**src/sarseq_fifo.sv**
```systemverilog
// package of shared constants and the result fifo of the converter sequencer

package sarseq_pkg;
    localparam int             RESULT_WIDTH      = 10;
    localparam int             CHAN_WIDTH        = 3;
    localparam int             CHAN_COUNT        = 8;
    localparam int             FIFO_DEPTH        = 8;
    localparam int             FIFO_WIDTH        = RESULT_WIDTH + CHAN_WIDTH;
    // all timings below are in system-clock states
    localparam logic [8:0]     DELAY_MIN_SLOW    = 9'h00A;
    localparam logic [8:0]     DELAY_MIN_FAST    = 9'h006;
    localparam logic [2:0]     DELAY_JITTER_SLOW = 3'h7;
    localparam logic [2:0]     DELAY_JITTER_FAST = 3'h3;
    localparam logic [8:0]     SAMPLE_SLOW       = 9'h03F;
    localparam logic [8:0]     SAMPLE_FAST       = 9'h01F;
    localparam logic [8:0]     FIRST_TOTAL_SLOW  = 9'h103;
    localparam logic [8:0]     FIRST_TOTAL_FAST  = 9'h083;
    localparam logic [8:0]     NEXT_TOTAL_SLOW   = 9'h100;
    localparam logic [8:0]     NEXT_TOTAL_FAST   = 9'h080;
    localparam logic [4:0]     BIT_STATES_SLOW   = 5'h12;
    localparam logic [4:0]     BIT_STATES_FAST   = 5'h09;
    localparam logic [3:0]     SAR_LAST_STEP     = 4'h9;
    localparam logic [3:0]     SAR_DONE_STEP     = 4'hA;
    localparam logic [9:0]     SAR_MSB_TRIAL     = 10'h200;
    localparam logic [1:0]     TRIG_NONE         = 2'h0;
    localparam logic [1:0]     TRIG_TIMER_PULSE  = 2'h1;
    localparam logic [1:0]     TRIG_TIMER8       = 2'h2;
    localparam logic [1:0]     TRIG_PIN          = 2'h3;
endpackage : sarseq_pkg

module sarseq_fifo #(
    parameter int WIDTH = 13,
    parameter int DEPTH = 8
) (
    input  wire logic             i_ref_clk,
    input  wire logic             i_rst_n,
    input  wire logic             i_in_valid,
    output logic                  o_in_ready,
    input  wire logic [WIDTH-1:0] i_in_data,
    output logic                  o_out_valid,
    input  wire logic             i_out_ready,
    output logic      [WIDTH-1:0] o_out_data
);
    localparam int AW = $clog2(DEPTH);
    localparam int CW = $clog2(DEPTH + 1);

    logic [WIDTH-1:0] mem [DEPTH];
    logic [AW-1:0]    wptr;
    logic [AW-1:0]    rptr;
    logic [CW-1:0]    count;
    logic             push;
    logic             pop;

    // count covers the array only; the output register is one extra slot
    assign o_in_ready = (count < CW'(DEPTH));
    assign push       = i_in_valid && o_in_ready;
    assign pop        = (count != '0) && (!o_out_valid || i_out_ready);

    always_ff @(posedge i_ref_clk) begin
        if (push) begin
            mem[wptr] <= i_in_data;
        end
    end

    always_ff @(posedge i_ref_clk or negedge i_rst_n) begin
        if (!i_rst_n) begin
            wptr  <= '0;
            rptr  <= '0;
            count <= '0;
        end else begin
            if (push) begin
                wptr <= AW'(wptr + 1'b1);
            end
            if (pop) begin
                rptr <= AW'(rptr + 1'b1);
            end
            count <= CW'(count + CW'(push) - CW'(pop));
        end
    end

    always_ff @(posedge i_ref_clk or negedge i_rst_n) begin
        if (!i_rst_n) begin
            o_out_valid <= 1'b0;
            o_out_data  <= '0;
        end else if (pop) begin
            o_out_valid <= 1'b1;
            o_out_data  <= mem[rptr];
        end else if (i_out_ready) begin
            o_out_valid <= 1'b0;
        end
    end
endmodule : sarseq_fifo

```
**src/sarseq_top.sv**
```systemverilog
// sequencer of a 10-bit successive-approximation converter with eight inputs

//Behaviour
//RULE1: ten-bit successive approximation, single or scan mode
//RULE2: single mode: go bit clears at end
//RULE3: single end sets flag, interrupt if enabled
//RULE4: flag clears by zero write after read
//RULE5: software stops before changing mode or channel
//RULE6: single result stored in its channel's register
//RULE7: start by software, timer or trigger pin
//RULE8: scan converts group channels cyclically from first
//RULE9: scan results go to each channel's register
//RULE10: full scan pass sets flag, restarts group
//RULE11: stop ends scan; restart from first channel
//RULE12: select msb picks group, low bits count
//RULE13: sample after start delay, then approximate
//RULE14: first conversion delay, sampling and total states
//RULE15: later scan conversions take 256 or 128
//RULE16: trigger code 11: pin falling edge starts
//RULE17: pin start behaves like software start
//RULE18: end interrupt doubles as transfer request
//RULE19: select bits pick channel or group
//RULE20: trigger select decodes none, timer, timer, pin
//RULE21: reset, standby or module stop clear go; there is no module stop input, only reset and i_standby
//RULE22: interrupt equals flag and enable, live; the interrupt is registered, so a change of enable shows one cycle later
module sarseq_top (
    input  wire logic                              i_ref_clk,
    input  wire logic                              i_rst_n,
    input  wire logic                              i_go_write,
    input  wire logic                              i_go_wdata,
    input  wire logic                              i_scan_mode,
    input  wire logic                              i_conversion_speed_select,
    input  wire logic [sarseq_pkg::CHAN_WIDTH-1:0] i_channel_select,
    input  wire logic [1:0]                        i_trigger_source_select,
    input  wire logic                              i_end_irq_enable,
    input  wire logic                              i_status_read,
    input  wire logic                              i_flag_clear_write,
    input  wire logic                              i_timer_pulse_trigger,
    input  wire logic                              i_timer8_trigger,
    input  wire logic                              i_external_trigger_pin,
    input  wire logic                              i_standby,
    input  wire logic                              i_compare_high,
    input  wire logic [sarseq_pkg::CHAN_WIDTH-1:0] i_result_index,
    input  wire logic                              i_result_ready,
    output logic                                   o_conversion_go_bit,
    output logic                                   o_conversion_end_flag,
    output logic                                   o_conversion_end_interrupt,
    output logic                                   o_sample_hold,
    output logic [sarseq_pkg::CHAN_WIDTH-1:0]      o_channel,
    output logic [sarseq_pkg::RESULT_WIDTH-1:0]    o_dac_code,
    output logic [sarseq_pkg::RESULT_WIDTH-1:0]    o_result_read_data,
    output logic                                   o_result_valid,
    output logic [sarseq_pkg::FIFO_WIDTH-1:0]      o_result_data
);
    typedef enum logic [1:0] {ST_IDLE, ST_DELAY, ST_SAMPLE, ST_APPROX} sarseq_state_type;

    function automatic logic [8:0] sarseq_pick(input logic fast, input logic [8:0] slow_v,
                                               input logic [8:0] fast_v);
        sarseq_pick = fast ? fast_v : slow_v;
    endfunction : sarseq_pick

    sarseq_state_type                      state;
    logic [8:0]                            cnt;
    logic [2:0]                            phase;
    logic [4:0]                            bit_timer;
    logic [3:0]                            step;
    logic                                  first_conv;
    logic                                  flag_armed;
    logic                                  pin_prev;
    logic [sarseq_pkg::RESULT_WIDTH-1:0]   results [sarseq_pkg::CHAN_COUNT];
    logic                                  trig_hit;
    logic                                  start_req;
    logic                                  stop_req;
    logic                                  conv_done;
    logic                                  fifo_in_ready;
    logic                                  last_in_group;
    logic                                  flag_set;
    logic                                  flag_clr;
    logic                                  next_flag;
    logic                                  next_go;
    logic [sarseq_pkg::CHAN_WIDTH-1:0]     first_chan;
    logic [sarseq_pkg::CHAN_WIDTH-1:0]     group_last;
    logic [8:0]                            delay_len;
    logic [8:0]                            sample_len;
    logic [8:0]                            approx_first;
    logic [8:0]                            approx_next;
    logic [4:0]                            bit_len;
    logic [3:0]                            bit_pos;

    // ****************************************************************
    // start, stop and channel decode
    // ****************************************************************
    always_comb begin
        unique case (i_trigger_source_select)                         // see RULE20
            sarseq_pkg::TRIG_TIMER_PULSE: trig_hit = i_timer_pulse_trigger;
            sarseq_pkg::TRIG_TIMER8:      trig_hit = i_timer8_trigger;
            sarseq_pkg::TRIG_PIN:         trig_hit = pin_prev && !i_external_trigger_pin; // see RULE16
            default:                      trig_hit = 1'b0;
        endcase
    end

    // a pin edge lands on the same path as a software write of one
    assign start_req  = (i_go_write && i_go_wdata) || trig_hit;     // see RULE7, see RULE17
    assign stop_req   = i_standby || (i_go_write && !i_go_wdata);   // see RULE21, see RULE5
    assign first_chan = i_scan_mode ? {i_channel_select[2], 2'b00} : i_channel_select; // see RULE19
    assign group_last = {i_channel_select[2], i_channel_select[1:0]};                 // see RULE12
    assign last_in_group = !i_scan_mode || (o_channel == group_last);

    // ****************************************************************
    // timing figures
    // ****************************************************************
    // the start delay jitters with the free phase, as a bus write lands anywhere in it
    assign delay_len = sarseq_pick(i_conversion_speed_select,
        sarseq_pkg::DELAY_MIN_SLOW + {6'h00, phase & sarseq_pkg::DELAY_JITTER_SLOW},
        sarseq_pkg::DELAY_MIN_FAST + {6'h00, phase & sarseq_pkg::DELAY_JITTER_FAST}); // see RULE14
    assign sample_len = sarseq_pick(i_conversion_speed_select,
        sarseq_pkg::SAMPLE_SLOW, sarseq_pkg::SAMPLE_FAST);
    assign approx_first = sarseq_pick(i_conversion_speed_select,
        sarseq_pkg::FIRST_TOTAL_SLOW - sarseq_pkg::DELAY_MIN_SLOW - sarseq_pkg::SAMPLE_SLOW,
        sarseq_pkg::FIRST_TOTAL_FAST - sarseq_pkg::DELAY_MIN_FAST - sarseq_pkg::SAMPLE_FAST);
    assign approx_next = sarseq_pick(i_conversion_speed_select,
        sarseq_pkg::NEXT_TOTAL_SLOW - sarseq_pkg::SAMPLE_SLOW,
        sarseq_pkg::NEXT_TOTAL_FAST - sarseq_pkg::SAMPLE_FAST);       // see RULE15
    assign bit_len = i_conversion_speed_select ? sarseq_pkg::BIT_STATES_FAST
                                               : sarseq_pkg::BIT_STATES_SLOW;
    assign bit_pos = sarseq_pkg::SAR_LAST_STEP - step;

    // a full result fifo holds the end of conversion until it drains
    assign conv_done = (state == ST_APPROX) && (cnt == 9'h000)
                    && (step == sarseq_pkg::SAR_DONE_STEP) && fifo_in_ready && !stop_req;

    // ****************************************************************
    // go bit, end flag and interrupt
    // ****************************************************************
    always_comb begin
        if (stop_req) begin
            next_go = 1'b0;                                           // see RULE11
        end else if (start_req && !o_conversion_go_bit) begin
            next_go = 1'b1;
        end else if (conv_done && !i_scan_mode) begin
            next_go = 1'b0;                                           // see RULE2
        end else begin
            next_go = o_conversion_go_bit;
        end
    end

    assign flag_set  = conv_done && last_in_group;                    // see RULE3, see RULE10
    assign flag_clr  = i_flag_clear_write && flag_armed;              // see RULE4
    assign next_flag = flag_set || (o_conversion_end_flag && !flag_clr);

    always_ff @(posedge i_ref_clk or negedge i_rst_n) begin
        if (!i_rst_n) begin
            o_conversion_go_bit        <= 1'b0;
            o_conversion_end_flag      <= 1'b0;
            o_conversion_end_interrupt <= 1'b0;
        end else begin
            o_conversion_go_bit        <= next_go;
            o_conversion_end_flag      <= next_flag;
            // the same level serves the cpu and the transfer controllers
            o_conversion_end_interrupt <= next_flag && i_end_irq_enable; // see RULE22, see RULE18
        end
    end

    // a clear only counts after the flag was seen set; a new set re-arms nothing
    always_ff @(posedge i_ref_clk or negedge i_rst_n) begin
        if (!i_rst_n) begin
            flag_armed <= 1'b0;
        end else if (flag_set || flag_clr) begin
            flag_armed <= 1'b0;
        end else if (i_status_read && o_conversion_end_flag) begin
            flag_armed <= 1'b1;                                       // see RULE4
        end
    end

    always_ff @(posedge i_ref_clk or negedge i_rst_n) begin
        if (!i_rst_n) begin
            phase    <= 3'h0;
            pin_prev <= 1'b1;
        end else begin
            phase    <= phase + 3'h1;
            pin_prev <= i_external_trigger_pin;
        end
    end

    // ****************************************************************
    // conversion sequence
    // ****************************************************************
    always_ff @(posedge i_ref_clk or negedge i_rst_n) begin
        if (!i_rst_n) begin
            state         <= ST_IDLE;
            cnt           <= 9'h000;
            first_conv    <= 1'b0;
            o_sample_hold <= 1'b0;
            o_channel     <= '0;
        end else if (stop_req) begin
            state         <= ST_IDLE;                                 // see RULE11
            o_sample_hold <= 1'b0;
        end else begin
            unique case (state)
                ST_IDLE: begin
                    if (start_req && !o_conversion_go_bit) begin
                        state      <= ST_DELAY;                       // see RULE13
                        cnt        <= delay_len - 9'h001;
                        first_conv <= 1'b1;
                        o_channel  <= first_chan;                     // see RULE8, see RULE19
                    end
                end
                ST_DELAY: begin
                    if (cnt == 9'h000) begin
                        state         <= ST_SAMPLE;
                        cnt           <= sample_len - 9'h001;         // see RULE14
                        o_sample_hold <= 1'b1;
                    end else begin
                        cnt <= cnt - 9'h001;
                    end
                end
                ST_SAMPLE: begin
                    if (cnt == 9'h000) begin
                        state         <= ST_APPROX;
                        o_sample_hold <= 1'b0;
                        cnt           <= (first_conv ? approx_first : approx_next) - 9'h001;
                    end else begin
                        cnt <= cnt - 9'h001;
                    end
                end
                ST_APPROX: begin
                    if (cnt != 9'h000) begin
                        cnt <= cnt - 9'h001;
                    end else if (conv_done) begin
                        if (i_scan_mode) begin
                            state         <= ST_SAMPLE;                // see RULE8
                            cnt           <= sample_len - 9'h001;
                            o_sample_hold <= 1'b1;
                            first_conv    <= 1'b0;
                            o_channel     <= last_in_group ? first_chan
                                           : o_channel + 3'h1;         // see RULE10, see RULE12
                        end else begin
                            state <= ST_IDLE;                          // see RULE2
                        end
                    end
                end
            endcase
        end
    end

    // one trial bit is settled every bit_len states, msb first
    always_ff @(posedge i_ref_clk or negedge i_rst_n) begin
        if (!i_rst_n) begin
            o_dac_code <= '0;
            bit_timer  <= 5'h00;
            step       <= 4'h0;
        end else if (state == ST_SAMPLE) begin
            o_dac_code <= sarseq_pkg::SAR_MSB_TRIAL;
            bit_timer  <= 5'h00;
            step       <= 4'h0;
        end else if (state == ST_APPROX && step != sarseq_pkg::SAR_DONE_STEP) begin
            if (bit_timer == bit_len - 5'h01) begin
                bit_timer <= 5'h00;
                step      <= step + 4'h1;
                if (!i_compare_high) begin
                    o_dac_code[bit_pos] <= 1'b0;                      // see RULE1
                end
                if (step != sarseq_pkg::SAR_LAST_STEP) begin
                    o_dac_code[bit_pos - 4'h1] <= 1'b1;
                end
            end else begin
                bit_timer <= bit_timer + 5'h01;
            end
        end
    end

    // ****************************************************************
    // result registers and stream
    // ****************************************************************
    always_ff @(posedge i_ref_clk or negedge i_rst_n) begin
        if (!i_rst_n) begin
            for (int i = 0; i < sarseq_pkg::CHAN_COUNT; i++) begin
                results[i] <= '0;
            end
            o_result_read_data <= '0;
        end else begin
            if (conv_done) begin
                results[o_channel] <= o_dac_code;                     // see RULE6, see RULE9
            end
            o_result_read_data <= results[i_result_index];
        end
    end

    sarseq_fifo #(
        .WIDTH (sarseq_pkg::FIFO_WIDTH),
        .DEPTH (sarseq_pkg::FIFO_DEPTH)
    ) u_fifo (
        .i_ref_clk   (i_ref_clk),
        .i_rst_n     (i_rst_n),
        .i_in_valid  (conv_done),
        .o_in_ready  (fifo_in_ready),
        .i_in_data   ({o_channel, o_dac_code}),
        .o_out_valid (o_result_valid),
        .i_out_ready (i_result_ready),
        .o_out_data  (o_result_data)
    );
endmodule : sarseq_top

```
**config.mk**
```make
export PLATFORM = sky130hd
export DESIGN_NAME = sarseq_top
export DESIGN_NICKNAME = d
export VERILOG_FILES = /design/src/sarseq_fifo.sv /design/src/sarseq_top.sv
export SDC_FILE = /design/constraint.sdc
export NUM_CORES = 1
export LEC_CHECK = 0
export ABC_AREA = 1
export BUFFER_PORTS_ARGS = -buffer_cell sky130_fd_sc_hd__clkbuf_2
export CORE_MARGIN = 3
export CORE_UTILIZATION = 60
export DETAILED_ROUTE_END_ITERATION = 10
export PLACE_DENSITY = 0.86
export SETUP_SLACK_MARGIN = 0.05
export SLEW_MARGIN = 20
export SYNTH_ARGS = -nofsm -noshare
export SYNTH_HDL_FRONTEND = slang
export SYNTH_HIERARCHICAL = 1
export SYNTH_SLANG_ARGS = --single-unit
export TNS_END_PERCENT = 5
```
**constraint.sdc**
```tcl
create_clock -name i_ref_clk -period 3.8 [get_ports i_ref_clk]
set_input_delay 0.76 -clock i_ref_clk [delete_from_list [all_inputs] [get_ports i_ref_clk]]
set_output_delay 0.76 -clock i_ref_clk [all_outputs]
set_load 0.02 [all_outputs]
```
; Yosys cells after proc, flatten, opt, wreduce, memory -nomap -nowiden
; Memories as Yosys holds them, arrays and structs flattened. A register that Yosys moved wholly into a read port is not among the register bits.
; Cells that the tools add are included.
[totals]
memories = 1
ram_bits = 104
ff_bits = 144
output_inout_bits = 41
inputBits = 23
[classes]
n_lt_le_gt_ge = 8
add_sub_neg = 17
n_bitwise = 6
mux = 74
reduce_logical = 50
n_eq_ne = 23
[mem_list]
columns = name, depth, word_bits, rd, rd_ports_with_merged_regs, wr, line_no
row1 = u_fifo.mem, 8, 13, 1, 1, 1, sarseq_fifo.sv:47  ; logic [WIDTH-1:0] mem [DEPTH];
[ops]
columns = cell, n
row1 = $mux W10, 11
row2 = $bwmux W80, 1
row3 = $mux W9, 6
row4 = $pmux W9 S4, 1
row5 = $bmux W10 S3, 1
row6 = $demux W10 S3, 1
row7 = $mux W5, 5
row8 = $mux W8, 3
row9 = $ne A3 B3 Y1 const B, 8
row10 = $mux W1, 21
row11 = $logic_and A1 B1 Y1, 20
row12 = $mux W2, 8
row13 = $mux W3, 5
row14 = $add A3 B1 Y3 const B, 4
row15 = $mux W4, 3
row16 = $reduce_and A6 Y1, 2
row17 = $and A10 B10 Y10, 1
row18 = $lt A4 B5 Y1 const B, 2
row19 = $not A10 Y10, 1
row20 = $or A10 B10 Y10, 1
row21 = $reduce_bool A2 Y1, 5
row22 = $logic_not A9 Y1, 1
row23 = $reduce_bool A9 Y1, 1
row24 = $sub A8 B1 Y9 const B, 1
row25 = other kinds (39), 65

; Depth between registers and ports, before layout
[depth]
depth_word = 16
mapped_depth = 16
ltp_nobuf = 15

; Cells and area by module
; The synthesis kept the hierarchy.
[by_module_without_submodules]
columns = mod, area_each_um2, n_inst, cells_per_inst
row1 = sarseq_top, 7263.2, 1, 948
row2 = sarseq_fifo, 5514.0, 1, 517

; Least setup slack after synthesis
; No wires, ideal clock.
[synth_timing]
path_kind = flip-flop to flip-flop
from = reg cnt[0]
to = mem u_fifo.mem[4][0] (enable)
setup_slack_ps = 897
stages_incl_launch_ff = 13
arrival_time_ps = 2521
setup_time_ps = 382
synth_period_minus_slack_ps = 2903
n_path_buf = 1
required_ps = 3418
path_cell_list = dfrtp_1 > inv_1 > ha_1 > nand2_1 > nor2_2 > nand3_4 > nor2_4 > nand3_2 > clkinv_2 > buf_2 > nand2_1 > or2_2 > nor2_1
[synth_between]
elab_chain_cells = 8
[synth_lines]
columns = item, line_no
row1 = start: declaration, sarseq_top.sv:63  ; logic [8:0] cnt;
row2 = start signal: assignment, sarseq_top.sv:203  ; cnt <= delay_len - 9'h001;
row3 = start signal: assignment, sarseq_top.sv:211  ; cnt <= sample_len - 9'h001;
row4 = start signal: assignment, sarseq_top.sv:214  ; cnt <= cnt - 9'h001;
row5 = $logic_not A9 Y1, sarseq_top.sv:129  ; assign conv_done = (state == ST_APPROX) && (cnt == 9'h000)
row6 = $logic_and A1 B1 Y1, sarseq_top.sv:129
row7 = $logic_and A1 B1 Y1 (3 in series), sarseq_top.sv:130  ; && (step == sarseq_pkg::SAR_DONE_STEP) && fifo_in_ready && !stop_req;
row8 = via conv_done, sarseq_top.sv:74  ; logic conv_done;
row9 = $logic_and A1 B1 Y1, sarseq_fifo.sv:56  ; assign push = i_in_valid && o_in_ready;
row10 = $mux W1, sarseq_fifo.sv:60  ; if (push) begin
row11 = $mux W1 (not written as such), sarseq_fifo.sv:61  ; mem[wptr] <= i_in_data;
row12 = end: declaration, sarseq_fifo.sv:47
; The timed path passes the listed nets, and every way through them passes these cells.

; Worst setup path after layout
[layout_timing]
from = reg cnt[0]
to = reg u_fifo.count[2]
[layout_between]
elab_chain_cells = 8
[layout_lines]
columns = item, line_no
row1 = $logic_not A9 Y1, sarseq_top.sv:129
row2 = $logic_and A1 B1 Y1, sarseq_top.sv:129
row3 = $logic_and A1 B1 Y1 (3 in series), sarseq_top.sv:130
row4 = $logic_and A1 B1 Y1, sarseq_fifo.sv:56
row5 = $add A4 B1 Y4, sarseq_fifo.sv:77  ; count <= CW'(count + CW'(push) - CW'(pop));
row6 = $sub A4 B1 Y4, sarseq_fifo.sv:77
row7 = end signal: assignment, sarseq_fifo.sv:77
row8 = end: declaration, sarseq_fifo.sv:50  ; logic [CW-1:0] count;
; No other way between the ends.
; A chain may end at the register's enable or synchronous reset.

==> metrics.csv <==
stage,metric,value,unit
setup_path,CP Launch Point,cnt[0]$_DFFE_PN0P_,
pwr,P per Cell Area,700,nW/µm²
synth,Unique masters post-synth,42,
drt,drt via density,5.85,
clocking,CTS buffer count,27,
placement,Detail Placement HPWL,19.5,mm
clocking,CTS tree,built,
synth,Post-Syn Instances,1465,
placement,Cells after DPL,1749,
clocking,clock tree sinks,261,
clocking,H-Tree Depth,1,
synth,"Primary FF master, synth",dfrtp_1,
die,die height,152,µm
hold_path,Hold Crit Class,in2async,
die,full die area,23100,µm²
global_routing,initial antenna violation count,0,
clocking,Root Driver,clkbuf_16,
final_layout,design area,14200,µm²
synth,Syn Nets,1514,
clocking,PostCTS Resize Cnt,0,
die,Die Span X,152,µm
synth,ys async rst share,60.2,%
sta,Tmin final,2.71,ns
drt,DR WL/cell,17.7,µm
pwr,total power,9.95,mW
final_layout,post-layout util,69.1,%
synth,post-synthesis sequential area ratio,55.2,%
clocking,Clock transition at path regs,0.07,ns
setup_path,CP Data Arrival Time,3.13,ns
sta,Final period util,71.4,%
placement,Buffers on Ports,63,
synth,Post-synth EDFFs,104,
drt,first-iteration detailed-routing DRC count,1053,
clocking,later-pin clock latency in the skew report,0.54,ns
die,Placeable Area,20600,µm²
pwr,Pleak,7.02,nW
global_routing,vias in the first global route,10100,
die,Initial Util,62.1,%
setup_path,kind of critical path,reg2reg,
placement,gp weighted congestion,0.905,
placement,dpl cell area,13200,µm²
setup_path,worst reg2reg setup slack,1.09,ns
setup_path,FF-to-FF path depth,14,
drt,vias post-DR,10500,
drt,first drt pass iteration count,6,
setup_path,Critical Path Max Stage Delay,0.38,ns
sta,RSZ-0062 raised after global routing,false,
sta,fmax,369,MHz
final_layout,Final #Nets,1557,
job,max_cap viols,0,
setup_path,crit-path cells,"inv_1, ha_1, nand2_1, nor2_2, nand3_4, nor2_4, nand3_2, clkinv_2, nand2_1, ha_1, inv_1, ha_1, fa_1, xor2_1",
sta,worst-margin pin slew,1.13,ns
setup_path,crit path to,u_fifo/count[2]$_DFF_PN0_,
synth,yosys warns,6,
sta,Rel. slew slack,24.9,%
setup_path,CP max-delay cell,dfrtp_1,
pwr,maximum VDD drop,0.343,mV
drt,# DRC,0,
die,I/O pin count,64,
setup_path,"Top cell by count, worst path",ha_1,
synth,#FFs+latches synth,261,
clocking,setup bufs post-CTS,0,
clocking,hold buffers post-CTS,0,
synth,Avg Inst Size Synth,8.72,µm²
global_routing,largest net degree at the start of global routing,92,
die,# rows,52,
outcome,status,completed,
setup_path,Worst setup SP type,flop,
drt,drt total wl,31.8,mm
setup_path,r2r startpoint,cnt[0]$_DFFE_PN0P_,
setup_path,r2r endpoint,u_fifo/count[2]$_DFF_PN0_,
sta,Final Hold Vio Count,0,
global_routing,GRT Total Usage,27.1,%
sta,setup_tns,0,ns
global_routing,first-pass GRT wire length,52.1,mm
final_layout,area growth from synthesis to final layout,11.2,%
sta,Clock Skew,0.0179,ns
final_layout,layout cells sized above 1,11.3,%
synth,Mapped Area,12800,µm²
clocking,clk buf depth,3,
final_layout,Final Non-Filler Cells,1799,
global_routing,GRT overflow,0,
setup_path,Worst Path Max Fanout,9,
sta,final setup fails,0,
setup_path,CP required,4.22,ns
setup_path,CP endpoint kind,flop,
final_layout,ant diodes,0,
drt,ANT nets after route,0,
sta,Pins Over Slew Limit,0,
==> flip-flops by register name (all words and copies together), names as in the netlist, 2 cells and up <==
name	cells
u_fifo/rptr	3
o_result_read_data	10
results	80
state	2
step	4
phase	3
o_channel	3
bit_timer	5
o_dac_code	10
u_fifo/o_out_data	13
cnt	9
u_fifo/wptr	3
u_fifo/mem	104
u_fifo/count	4
==> synth_stat cells (9+ instances only) <==
cell type / n / share of area [%]
clkbuf_1: 35 / 1.0
xor2_1: 9 / 0.62
buf_2: 19 / 0.74
nand4_1: 91 / 4.5
ha_1: 25 / 2.4
nor2_1: 111 / 3.3
nand2_1: 463 / 14
a31oi_1: 12 / 0.59
o21ai_0: 77 / 3.0
nand2_2: 11 / 0.54
edfxtp_1: 104 / 24
dfrtp_1: 156 / 31
inv_1: 148 / 4.3
nand3_1: 113 / 4.4
o22ai_1: 17 / 0.83
==> cell type report <==
type / count / area [µm²]
Multi-Input combinational cell: 972 / 4720
Timing Repair Buffer: 89 / 529
Inverter: 157 / 601
Clock buffer: 33 / 761
Fill cell: 1490 / 6350
Clock inverter: 17 / 200
Tap cell: 270 / 338
Sequential cell: 261 / 7060
==> kinds of logic after synthesis <==
kind of cell	after synthesis	share of synthesized area [%]
AOI/OAI and AO/OA	117	5.01
and+or+nand+nor	812	28.2
adders and majority gates	26	2.60
xor gates and xnor gates	17	1.17
buffers and inverters	232	7.83
DFF	261	55.2
==> where the power goes <==
part	switching, mW	internal (mW)
clock network	1.11	1.70
logic	2.36	0.940
registers	0.489	3.34
total	3.97	5.98
==> worst min-delay path by stage <==
stage,end,from,slack [ns]
after global placement,results[42]$_DFFE_PN0P_,results[42]$_DFFE_PN0P_,0.45
after detailed placement,results[42]$_DFFE_PN0P_,results[42]$_DFFE_PN0P_,0.45
final,o_channel[0]$_DFFE_PN0P_,i_rst_n,0.29
after floorplan,results[10]$_DFFE_PN0P_,results[10]$_DFFE_PN0P_,0.44
after global routing,pin_prev$_DFF_PN1_,i_external_trigger_pin,0.31
after CTS,pin_prev$_DFF_PN1_,i_external_trigger_pin,0.30
==> per-stage QoR <==
stage | hold slack (ns) | worst slack (ns)
after CTS | 0.305 | 1.09
after detailed placement | 0.453 | 1.09
after floorplan | 0.437 | 0.897
final | 0.293 | 1.09
after global routing | 0.314 | 0.908
after global placement | 0.448 | 1.15
==> cell usage in the layout, fill, tap and decap left out, drive strengths merged, types with 2 or more instances in the layout <==
cell / instances
buf: 27
or2: 2
clkinv: 13
o22ai: 17
dfrtp: 156
ha: 25
inv: 156
nand3: 123
clkbuf: 95
nand2: 474
edfxtp: 104
nand3b: 2
a31oi: 12
nand4: 91
o21ai: 78
bufinv: 4
nor2: 114
xor2: 9
xnor2: 8
a21oi: 7
nor3: 5
==> worst max-delay path, delay by kind of cell (launching register included) <==
family,cells,cell delay [ns]
xor+xnor,1,0.15
fa+ha+maj,4,1.09
buf+inv,3,0.27
flops,1,0.38
simple gates,6,0.71
==> metal layers <==
metal	part of all wire, %	global-route usage (%)	vias to the layer above
li1	-	-	4893
met1	39	36.3	4940
met2	49	44.8	580
met3	9.3	4.21	115
met4	3.4	10.8	0
met5	0	0	-
No activity file was read; power rests on OpenSTA's default activity.
